==> src/core/sli_pkg.sv <==
// constants shared by the line interface core and its line half
// assumes a 50 MHz pclk and an apb master with 32-bit data
package sli_pkg;
  // register byte offsets
  localparam logic [11:0] SLI_OFS_STATUS = 12'h000; // line status read
  localparam logic [11:0] SLI_OFS_CTRL = 12'h004; // control write / readback
  localparam logic [11:0] SLI_OFS_XMIT = 12'h008; // transmit write / readback
  localparam logic [11:0] SLI_OFS_RXSTAT = 12'h00c; // receive half status
  localparam logic [11:0] SLI_OFS_RXCTRL = 12'h010; // receive half control
  localparam logic [11:0] SLI_OFS_RXXMIT = 12'h014; // receive half transmit data
  // control field positions
  localparam int SLI_CTL_XMIT_SEL = 0;
  localparam int SLI_CTL_EXT_CLK = 1;
  localparam int SLI_CTL_REQ_SEND = 2;
  localparam int SLI_CTL_RESYNC = 3;
  localparam int SLI_CTL_TEST_SEL = 4;
  localparam int SLI_CTL_OSC_SEL = 5;
  localparam int SLI_CTL_HIGH_SPEED = 6;
  localparam int SLI_CTL_TEST_DATA = 7;
  localparam int SLI_CTL_SVC_RST = 8;
  localparam int SLI_CTL_OVR_RST = 9;
  localparam int SLI_CTL_W = 10;
  // status field positions
  localparam int SLI_ST_SVC = 0;
  localparam int SLI_ST_RXBUF = 1;
  localparam int SLI_ST_CHANGE = 2;
  localparam int SLI_ST_MODEM = 3;
  localparam int SLI_ST_OVR = 4;
  localparam int SLI_ST_RXLINE = 5;
  localparam int SLI_ST_STROBE_SEL = 6;
  // reset values
  localparam logic [9:0] SLI_CTRL_RST = 10'h000;
  localparam logic SLI_SEND_RST = 1'b1; // idle line is mark
  // backup strobe: no modem clock edge for this long means fall back
  localparam int SLI_BACKUP_NS = 2000;
  localparam int SLI_CLK_NS = 20;
  localparam int SLI_BACKUP_CYC = SLI_BACKUP_NS / SLI_CLK_NS;
  // strobe source codes
  typedef enum logic [1:0] {SLI_SRC_SCAN, SLI_SRC_MODEM, SLI_SRC_OSC, SLI_SRC_BACKUP} sli_src_t;
endpackage

==> src/core/sli_half_if.sv <==
// signals between the core and one line half
// assumes both ends share pclk
interface sli_half_if;
  logic [9:0] ctrl; // control bits held by the core
  logic send_bit; // pending outgoing bit
  logic svc_clr; // one-cycle acknowledge of the service request
  logic ovr_clr; // overrun reset; one cycle on a control write, held while the overrun reset control bit stays set
  logic svc; // service request flag
  logic ovr; // overrun flag
  logic rx_buf; // receive buffer mark/space
  logic change; // line change
  logic tx_out; // transmit output
  logic [1:0] src; // strobe source in use
  modport half (input ctrl, send_bit, svc_clr, ovr_clr, output svc, ovr, rx_buf, change, tx_out, src);
  modport core (output ctrl, send_bit, svc_clr, ovr_clr, input svc, ovr, rx_buf, change, tx_out, src);
endinterface

==> src/core/sli_half.sv <==
// one line half: strobe select, service flag, overrun, tx and rx buffers
// assumes line-side inputs are already synchronised and edge-detected
module sli_half (
  input wire logic pclk,
  input wire logic presetn,
  input wire logic scan_fall, // internal scan timing pulse fall
  input wire logic modem_fall, // modem clock fall, from clock shift stage
  input wire logic osc_fall, // internal oscillator fall
  input wire logic xclk_fall, // external transmit clock fall
  input wire logic rx_line, // synchronised line data
  sli_half_if.half hb
);
  typedef struct packed
  {
    logic svc;
    logic ovr;
    logic rx_buf;
    logic tx_out;
    logic [6:0] idle_cnt;
  } sli_half_st_t;
  sli_half_st_t s_reg;
  sli_half_st_t s_next;
  logic strobe;
  logic incoming;
  sli_pkg::sli_src_t src;

  ////////////////////////////////////////////////////////////////
  // strobe source and next state
  always_comb
  begin
    s_next = s_reg;
    src = sli_pkg::SLI_SRC_SCAN;
    strobe = 1'b0;
    // source select
    if (hb.ctrl[sli_pkg::SLI_CTL_XMIT_SEL])
    begin
      // (RULE_20) high speed takes tx clock
      if (hb.ctrl[sli_pkg::SLI_CTL_HIGH_SPEED])
      begin
        src = sli_pkg::SLI_SRC_MODEM;
        strobe = xclk_fall;
      end
      // (RULE_10) oscillator or modem clock
      else if (hb.ctrl[sli_pkg::SLI_CTL_EXT_CLK])
      begin
        src = sli_pkg::SLI_SRC_MODEM;
        strobe = modem_fall;
      end
      else
      begin
        src = sli_pkg::SLI_SRC_OSC;
        strobe = osc_fall;
      end
    end
    // (RULE_09) modem clock via shift stage
    else if (hb.ctrl[sli_pkg::SLI_CTL_EXT_CLK])
    begin
      // (RULE_19) backup on missing clock
      if (hb.ctrl[sli_pkg::SLI_CTL_HIGH_SPEED] && s_reg.idle_cnt >= 7'(sli_pkg::SLI_BACKUP_CYC))
      begin
        src = sli_pkg::SLI_SRC_BACKUP;
        strobe = scan_fall;
      end
      else
      begin
        src = sli_pkg::SLI_SRC_MODEM;
        strobe = modem_fall;
      end
    end
    // (RULE_08) receive on scan timing pulse
    else
    begin
      strobe = scan_fall;
    end
    // count cycles since last modem clock edge, saturating
    if (modem_fall)
      s_next.idle_cnt = '0;
    else if (s_reg.idle_cnt < 7'(sli_pkg::SLI_BACKUP_CYC))
      s_next.idle_cnt = s_reg.idle_cnt + 7'd1;
    // (RULE_16) rx or test data
    incoming = hb.ctrl[sli_pkg::SLI_CTL_TEST_SEL] ? hb.ctrl[sli_pkg::SLI_CTL_TEST_DATA] : rx_line;
    // acknowledge clears service request; a strobe in the same cycle wins
    if (hb.svc_clr)
      s_next.svc = 1'b0;
    // (RULE_22) overrun cleared by reset
    if (hb.ovr_clr)
      s_next.ovr = 1'b0;
    if (strobe)
    begin
      // (RULE_13) unserviced request overruns
      if (s_reg.svc && !hb.svc_clr)
        s_next.ovr = 1'b1;
      // (RULE_11) strobe sets request
      s_next.svc = 1'b1;
      // (RULE_15) load outgoing bit
      s_next.tx_out = hb.send_bit;
      // (RULE_18) capture incoming bit
      s_next.rx_buf = incoming;
    end
  end

  ////////////////////////////////////////////////////////////////
  // state register
  always_ff @(posedge pclk or negedge presetn)
  begin
    if (!presetn)
    begin
      s_reg.svc <= 1'b0;
      s_reg.ovr <= 1'b0;
      s_reg.rx_buf <= sli_pkg::SLI_SEND_RST;
      s_reg.tx_out <= sli_pkg::SLI_SEND_RST;
      s_reg.idle_cnt <= '0;
    end
    else
      s_reg <= s_next;
  end

  // outputs
  assign hb.svc = s_reg.svc;
  assign hb.ovr = s_reg.ovr;
  assign hb.rx_buf = s_reg.rx_buf;
  assign hb.tx_out = s_reg.tx_out;
  assign hb.src = src;
  // (RULE_17) compare incoming with buffer
  assign hb.change = (incoming != s_reg.rx_buf);

  ////////////////////////////////////////////////////////////////
  // checks
  // (RULE_13) overrun check
  property p_ovr_set; // RULE_13
    @(posedge pclk) disable iff (!presetn)
      (strobe && s_reg.svc && !hb.svc_clr) |=> s_reg.ovr;
  endproperty
  a_ovr_set: assert property (p_ovr_set) else $error("overrun not set");
  property p_svc_set; // RULE_11
    @(posedge pclk) disable iff (!presetn)
      strobe |=> s_reg.svc;
  endproperty
  a_svc_set: assert property (p_svc_set) else $error("service request not set");
  property p_tx_load; // RULE_15
    @(posedge pclk) disable iff (!presetn)
      strobe |=> (s_reg.tx_out == $past(hb.send_bit));
  endproperty
  a_tx_load: assert property (p_tx_load) else $error("tx bit not loaded");
  property p_rx_cap; // RULE_18
    @(posedge pclk) disable iff (!presetn)
      strobe |=> (s_reg.rx_buf == $past(incoming));
  endproperty
  a_rx_cap: assert property (p_rx_cap) else $error("rx bit not captured");
  property p_rx_hold; // RULE_18
    @(posedge pclk) disable iff (!presetn)
      !strobe |=> $stable(s_reg.rx_buf);
  endproperty
  a_rx_hold: assert property (p_rx_hold) else $error("rx buffer moved without strobe");
  property p_ovr_clr; // RULE_22
    @(posedge pclk) disable iff (!presetn)
      (hb.ovr_clr && !(strobe && s_reg.svc && !hb.svc_clr)) |=> !s_reg.ovr;
  endproperty
  a_ovr_clr: assert property (p_ovr_clr) else $error("overrun not cleared");
  property p_ovr_sticky; // RULE_22
    @(posedge pclk) disable iff (!presetn)
      (s_reg.ovr && !hb.ovr_clr) |=> s_reg.ovr;
  endproperty
  a_ovr_sticky: assert property (p_ovr_sticky) else $error("overrun dropped");
  property p_rcv_src; // RULE_08
    @(posedge pclk) disable iff (!presetn)
      (!hb.ctrl[sli_pkg::SLI_CTL_XMIT_SEL] && !hb.ctrl[sli_pkg::SLI_CTL_EXT_CLK]) |-> (strobe == scan_fall);
  endproperty
  a_rcv_src: assert property (p_rcv_src) else $error("receive strobe source wrong");
  property p_hs_tx; // RULE_20
    @(posedge pclk) disable iff (!presetn)
      (hb.ctrl[sli_pkg::SLI_CTL_XMIT_SEL] && hb.ctrl[sli_pkg::SLI_CTL_HIGH_SPEED]) |-> (strobe == xclk_fall);
  endproperty
  a_hs_tx: assert property (p_hs_tx) else $error("high speed tx strobe wrong");
endmodule

==> src/core/sli_core.sv <==
// What this block does
// (RULE_01) transmit half low address, receive high
// (RULE_02) two independent identical line halves
// (RULE_03) status read: modem, buffer, service flag
// (RULE_04) scanner writes control over control write
// (RULE_05) control readback returns last control write
// (RULE_06) transmit write stores next outgoing bit
// (RULE_07) transmit readback adds overrun, line level
// (RULE_08) neither select: scan pulse strobe
// (RULE_09) external clock: modem clock via shift
// (RULE_10) transmit: oscillator or modem clock
// (RULE_11) strobe falling edge sets service request
// (RULE_12) scanner clears request before next strobe
// (RULE_13) unserviced request at strobe sets overrun
// (RULE_14) scanner sets modes after service request
// (RULE_15) strobe loads outgoing bit, drives line
// (RULE_16) receive picks line or test data
// (RULE_17) line change when incoming differs buffer
// (RULE_18) strobe falling edge captures incoming bit
// (RULE_19) high speed receive falls back scan pulse
// (RULE_20) high speed transmit uses transmit clock
// (RULE_21) type two scanner ignores, holds overrun reset
// (RULE_22) overrun stays until overrun reset
//
// apb slave holding two line halves; line pins pass three flip-flops
// assumes an apb master on pclk with 32-bit data
//
// Decided for this implementation: the register offsets and register access over APB.
module sli_core (
  input wire logic pclk,
  input wire logic presetn,
  input wire logic psel,
  input wire logic penable,
  input wire logic pwrite,
  input wire logic [11:0] paddr,
  input wire logic [31:0] pwdata,
  output logic [31:0] prdata,
  output logic pready,
  output logic pslverr,
  input wire logic scan_pulse, // internal scan timing pulse
  input wire logic osc_clk, // internal transmit oscillator
  input wire logic modem_tx_clk, // modem transmit clock pin
  input wire logic modem_rx_clk, // modem receive clock pin
  input wire logic ext_tx_clk, // high speed external transmit clock
  input wire logic rx_data_pin, // line receive data
  input wire logic modem_status, // modem ready status
  output logic tx_data_pin, // line transmit data
  output logic req_send // request to send to the modem
);
  // synchroniser stages: 3 per pin, 7 pins
  typedef struct packed
  {
    logic [6:0] s1;
    logic [6:0] s2;
    logic [6:0] s3;
    logic [6:0] lvl;
    logic [9:0] tx_ctrl;
    logic [9:0] rx_ctrl;
    logic tx_send;
    logic rx_send;
    logic [31:0] rdata;
    logic ready;
    logic err;
    logic tx_out;
    logic rts;
    logic [1:0] tx_pulse;
    logic [1:0] rx_pulse;
  } sli_core_st_t;
  sli_core_st_t s_reg;
  sli_core_st_t s_next;
  sli_half_if tx_hb ();
  sli_half_if rx_hb ();
  logic [6:0] fall;
  logic setup_wr;
  logic setup;

  // status word for one half
  function automatic logic [31:0] sli_status(input logic svc, input logic rxb, input logic chg,
      input logic mdm, input logic [1:0] src);
    logic [31:0] w;
    w = '0;
    w[sli_pkg::SLI_ST_SVC] = svc;
    w[sli_pkg::SLI_ST_RXBUF] = rxb;
    w[sli_pkg::SLI_ST_CHANGE] = chg;
    w[sli_pkg::SLI_ST_MODEM] = mdm;
    w[sli_pkg::SLI_ST_STROBE_SEL +: 2] = src;
    return w;
  endfunction

  // transmit readback word for one half
  function automatic logic [31:0] sli_xmit(input logic snd, input logic ovr, input logic line);
    logic [31:0] w;
    w = '0;
    w[0] = snd;
    w[sli_pkg::SLI_ST_OVR] = ovr;
    w[sli_pkg::SLI_ST_RXLINE] = line;
    return w;
  endfunction

  ////////////////////////////////////////////////////////////////
  // bus decode and synchronisers
  always_comb
  begin
    s_next = s_reg;
    setup = psel && !penable;
    // writes land only at the edge where the master sees pready high
    setup_wr = psel && penable && pwrite && s_reg.ready;
    // a pin change counts once stages two and three agree
    s_next.s1 = {scan_pulse, osc_clk, modem_tx_clk, modem_rx_clk, ext_tx_clk, rx_data_pin, modem_status};
    s_next.s2 = s_reg.s1;
    s_next.s3 = s_reg.s2;
    for (int i = 0; i < 7; i++)
      if (s_reg.s2[i] == s_reg.s3[i])
        s_next.lvl[i] = s_reg.s3[i];
    fall = s_reg.lvl & ~s_next.lvl;
    // acknowledge pulses last one cycle
    s_next.tx_pulse = '0;
    s_next.rx_pulse = '0;
    // answers are registered: ready in the access cycle
    s_next.ready = setup;
    s_next.err = 1'b0;
    s_next.rdata = '0;
    if (setup)
    begin
      unique case (paddr)
        // (RULE_03) status read
        sli_pkg::SLI_OFS_STATUS:
          s_next.rdata = sli_status(tx_hb.svc, tx_hb.rx_buf, tx_hb.change, s_reg.lvl[0], tx_hb.src);
        sli_pkg::SLI_OFS_RXSTAT:
          s_next.rdata = sli_status(rx_hb.svc, rx_hb.rx_buf, rx_hb.change, s_reg.lvl[0], rx_hb.src);
        // (RULE_05) control readback
        sli_pkg::SLI_OFS_CTRL:
          s_next.rdata = {22'h0, s_reg.tx_ctrl};
        sli_pkg::SLI_OFS_RXCTRL:
          s_next.rdata = {22'h0, s_reg.rx_ctrl};
        // (RULE_07) transmit readback
        sli_pkg::SLI_OFS_XMIT:
          s_next.rdata = sli_xmit(s_reg.tx_send, tx_hb.ovr, s_reg.lvl[1]);
        sli_pkg::SLI_OFS_RXXMIT:
          s_next.rdata = sli_xmit(s_reg.rx_send, rx_hb.ovr, s_reg.lvl[1]);
        default:
          s_next.err = 1'b1;
      endcase
    end
    if (setup_wr)
    begin
      // (RULE_04) control write, reset bits pulse
      if (paddr == sli_pkg::SLI_OFS_CTRL)
      begin
        s_next.tx_ctrl = pwdata[9:0];
        s_next.tx_pulse = pwdata[sli_pkg::SLI_CTL_OVR_RST:sli_pkg::SLI_CTL_SVC_RST];
      end
      if (paddr == sli_pkg::SLI_OFS_RXCTRL)
      begin
        s_next.rx_ctrl = pwdata[9:0];
        s_next.rx_pulse = pwdata[sli_pkg::SLI_CTL_OVR_RST:sli_pkg::SLI_CTL_SVC_RST];
      end
      // (RULE_06) transmit write stores bit
      if (paddr == sli_pkg::SLI_OFS_XMIT)
        s_next.tx_send = pwdata[0];
      if (paddr == sli_pkg::SLI_OFS_RXXMIT)
        s_next.rx_send = pwdata[0];
    end
    // (RULE_21) held overrun reset clears any overrun one cycle after a strobe sets it
    if (s_reg.tx_ctrl[sli_pkg::SLI_CTL_OVR_RST])
      s_next.tx_pulse[1] = 1'b1;
    if (s_reg.rx_ctrl[sli_pkg::SLI_CTL_OVR_RST])
      s_next.rx_pulse[1] = 1'b1;
    // (RULE_15) line driven from transmit half
    s_next.tx_out = tx_hb.tx_out;
    s_next.rts = s_reg.tx_ctrl[sli_pkg::SLI_CTL_REQ_SEND];
  end

  ////////////////////////////////////////////////////////////////
  // state register
  always_ff @(posedge pclk or negedge presetn)
  begin
    if (!presetn)
    begin
      s_reg <= '0;
      s_reg.tx_ctrl <= sli_pkg::SLI_CTRL_RST;
      s_reg.rx_ctrl <= sli_pkg::SLI_CTRL_RST;
      s_reg.tx_send <= sli_pkg::SLI_SEND_RST;
      s_reg.rx_send <= sli_pkg::SLI_SEND_RST;
      s_reg.tx_out <= sli_pkg::SLI_SEND_RST;
    end
    else
      s_reg <= s_next;
  end

  ////////////////////////////////////////////////////////////////
  // half wiring; lvl bits: 6 scan,5 osc,4 mtx,3 mrx,2 xclk,1 rxd,0 status
  assign tx_hb.ctrl = s_reg.tx_ctrl;
  assign tx_hb.send_bit = s_reg.tx_send;
  assign tx_hb.svc_clr = s_reg.tx_pulse[0];
  assign tx_hb.ovr_clr = s_reg.tx_pulse[1];
  assign rx_hb.ctrl = s_reg.rx_ctrl;
  assign rx_hb.send_bit = s_reg.rx_send;
  assign rx_hb.svc_clr = s_reg.rx_pulse[0];
  assign rx_hb.ovr_clr = s_reg.rx_pulse[1];

  // (RULE_02) two independent halves
  sli_half u_tx (
    .pclk(pclk),
    .presetn(presetn),
    .scan_fall(fall[6]),
    .modem_fall(fall[4]),
    .osc_fall(fall[5]),
    .xclk_fall(fall[2]),
    .rx_line(s_reg.lvl[1]),
    .hb(tx_hb)
  );
  sli_half u_rx (
    .pclk(pclk),
    .presetn(presetn),
    .scan_fall(fall[6]),
    .modem_fall(fall[3]),
    .osc_fall(fall[5]),
    .xclk_fall(fall[2]),
    .rx_line(s_reg.lvl[1]),
    .hb(rx_hb)
  );

  // outputs straight from flip-flops
  assign prdata = s_reg.rdata;
  assign pready = s_reg.ready;
  assign pslverr = s_reg.err;
  assign tx_data_pin = s_reg.tx_out;
  assign req_send = s_reg.rts;

  ////////////////////////////////////////////////////////////////
  // bus checks
  property p_ctrl_rb; // RULE_05
    @(posedge pclk) disable iff (!presetn)
      (setup_wr && paddr == sli_pkg::SLI_OFS_CTRL) |=> (s_reg.tx_ctrl == $past(pwdata[9:0]));
  endproperty
  a_ctrl_rb: assert property (p_ctrl_rb) else $error("control readback mismatch");
endmodule

==> config.mk <==
export PLATFORM = sky130hd
export DESIGN_NAME = sli_core
export DESIGN_NICKNAME = d
export VERILOG_FILES = /design/src/core/sli_pkg.sv /design/src/core/sli_half_if.sv /design/src/core/sli_half.sv /design/src/core/sli_core.sv
export SDC_FILE = /design/constraint.sdc
export NUM_CORES = 1
export LEC_CHECK = 0
export ABC_AREA = 0
export BUFFER_PORTS_ARGS = -buffer_cell sky130_fd_sc_hd__buf_2
export CAP_MARGIN = 5
export CORE_ASPECT_RATIO = 0.7
export CORE_UTILIZATION = 54
export DETAILED_ROUTE_END_ITERATION = 10
export PLACE_DENSITY = 0.89
export SYNTH_ARGS = -nofsm -noshare
export SYNTH_HDL_FRONTEND = slang
export SYNTH_HIERARCHICAL = 1
export SYNTH_SLANG_ARGS = --single-unit
==> constraint.sdc <==
create_clock -name pclk -period 2 [get_ports pclk]
set_clock_uncertainty 0.2 [all_clocks]
set_input_delay 0.1 -clock pclk [delete_from_list [all_inputs] [get_ports pclk]]
set_output_delay 0.1 -clock pclk [all_outputs]
set_load 0.01 [all_outputs]
==> parameters.txt <==
Parameter                              Value

Timing
  Number of failing hold endpoints at the final stage ... 0
  Slew at the pin closest to its max-slew limit ... just under 0.8 ns
  Final clock period utilization by the worst path ... 98.1%
  Clock period minus final worst setup slack ... 1.96 ns
  Final-layout setup total negative slack ... 0 ns
  Setup repair after global routing missed its margin ... yes
  Max transition margin ... 48.3%
  Highest Clock Rate ... 510 MHz
  Max-slew violation count ... 0
  Count of final setup violators ... 0

Detailed routing
  Iter 0 DRT Violations ... 168
  DRC violation count after routing ... 0
  Final wirelength ... roughly 7600 um
  Number of vias in the routed layout ... about 2,700
  WL per Instance ... between 10 and 15 um
  Final ANT Viol Nets ... 0
  Vias per cell ... 5.31
  Number of optimization iterations in the first detailed-route pass ... 4

Final layout
  Non-Filler Instances ... 507
  Antenna diode count ... 0
  Fraction of final layout cells sized beyond drive strength 1 ... 27.1%
  Post-layout net count ... 464
  Most common cell after layout, fill and taps aside ... sky130_fd_sc_hd__dfrtp_1
  Highest-count cells in the layout ignoring fill and taps ... sky130_fd_sc_hd__dfrtp_1 (83), sky130_fd_sc_hd__buf_2 (46), sky130_fd_sc_hd__nor2_1 (25)
  P&R area growth vs syn ... 18.4%

Die
  Row Count ... 26
  Starting density of the core ... 55.7%
  IO Count ... 92
  Die Y ... approximately 75 um
  Horizontal extent of the die ... around 110 um
  Floorplan core area ... 7290 um^2
  Die area ... 7870 um^2

CTS
  Clock slew seen by the registers of the worst setup and hold paths ... 0.10 ns
  CTS Root Cell ... sky130_fd_sc_hd__clkbuf_8
  Number of buffers added by the clock tree synthesis step ... 9
  Post-CTS Setup Bufs ... 0
  Maximum clock path buffer count ... 2
  TritonCTS clock tree ... done
  Number of sinks handled by clock tree synthesis ... between 80 and 90
  Clk Latency, worst-skew pair ... 0.37 ns
  H-tree levels ... 3

Synth
  Number of cells produced by synthesis ... 324
  Count of synthesis-stage warnings from yosys ... 6
  Post-Synthesis Cell Area ... 4060 um^2
  Post-Syn Area per Cell ... 12.5 um^2

Global routing
  Wire length of the first global-routing pass ... 12,300 um
  Grt total ovfl ... 0
  Total routing resource utilization after global routing ... 20.8%
  Number of global-route vias before repair ... 2,669
  Initial antenna violation count ... 0
  Largest net degree at the start of global routing ... 45

Pwr
  Gate power share ... 12.5%
  Post-route total power ... 3.73 mW
  Net switching power ... between 1 and 1.5 mW
  Cell-internal power ... 2.66 mW
  Part of the total power dissipated in the clock network ... 31.1%
  Worst VDD drop ... 0.546 mV
  Fraction of power consumed by sequential logic ... a little under three fifths
  Net switching fraction of the power ... 28.6%
  Leakage dissipation ... 2.29 nW
  Power per unit of standard cell area ... 776 nW/um^2

Status
  Run status ... completed

Min path
  Hold/Removal Path Class ... in -> reg

Critical path
  Worst Path Class, Setup ... in -> reg
  Data required time of the critical path ... 2.04 ns
  Kind of end point of the critical path ... flip-flop
  Maximum fanout along the worst path ... 11
  Element type at the critical path start ... input pin
  Arr. time, crit path ... 2.00 ns

Flow run
  Max-cap violations ... 0

Placed design
  HPWL after DPL ... 5300 um
  Count of placed standard cells including taps ... 467
  Final Wtd Congestion ... 0.834
  Port Buf Inserts ... between 40 and 50
per-stage QoR:
stage / worst slack (ns) / util, % / area [um^2] / hold WS [ns]
floorplan: 0.140 / - / 4140 / -0.396
global placement: -0.0518 / 59.8 / 4360 / -0.182
detailed placement: -0.103 / 59.8 / 4360 / -0.175
CTS: 0.0579 / 65.7 / 4790 / 0.0159
global route: -0.0341 / 66.0 / 4810 / 0.0358
finish: 0.0388 / 66.0 / 4810 / 0.0326
per-layer routing:
metal	track usage [%]	share of wire, %	vias to the layer above
met5	0	0	-
met4	8.02	1.1	0
met3	5.96	4.6	10
met2	33.3	48	73
met1	27.5	46	1353
li1	-	-	1255
timing repair:
action / CTS / global route
endpoints found under the setup margin: 0 / 31
hold buffers: 24 / 1
endpoints found under the hold margin: 125 / 12
resized for setup: 0 / 4
area by class of cell:
class	instances	area (um^2)
Clock buffer	10	138
Clock inverter	6	52.6
Fill cell	531	2480
Inverter	12	45.0
Multi-Input combinational cell	204	1580
Sequential cell	89	2230
Tap cell	98	123
Timing Repair Buffer	88	634
power by group through the flow:
| stage | registers (mW) | logic, mW | clock network, mW |
|---|---|---|---|
| global route | 2.13 | 0.523 | 1.27 |
| global placement | 2.12 | 0.404 | 0 |
| detailed placement | 2.14 | 0.429 | 0 |
| finish | 2.10 | 0.466 | 1.16 |
| CTS | 2.10 | 0.468 | 1.19 |
| floorplan | 2.10 | 0.314 | 0 |
worst max-delay path: stages:
cell and delay [ns]:
sky130_fd_sc_hd__dlygate4sd3_1 0.52, sky130_fd_sc_hd__buf_2 0.12, sky130_fd_sc_hd__or3b_1 0.37, sky130_fd_sc_hd__nor4_2 0.21
sky130_fd_sc_hd__and2_4 0.21, sky130_fd_sc_hd__buf_12 0.14, sky130_fd_sc_hd__mux2_1 0.33
path summary, 6_finish.rpt:
path / startpoint / end / slack, ns / cells after the start
max reg2reg: pready / rx_hb.svc_clr / 0.09 / 5
max: paddr[2] / tx_hb.ctrl[4] / 0.04 / 7
min in group asynchronous: presetn / u_tx/s_reg[2] / 0.51 / 3
min: paddr[5] / prdata[0] / 0.03 / 5
max in group asynchronous: presetn / rx_hb.send_bit / 0.45 / 4
min reg2reg: s_next[77] / s_next[70] / 0.15 / 0
(Power assumes the default switching activity.)
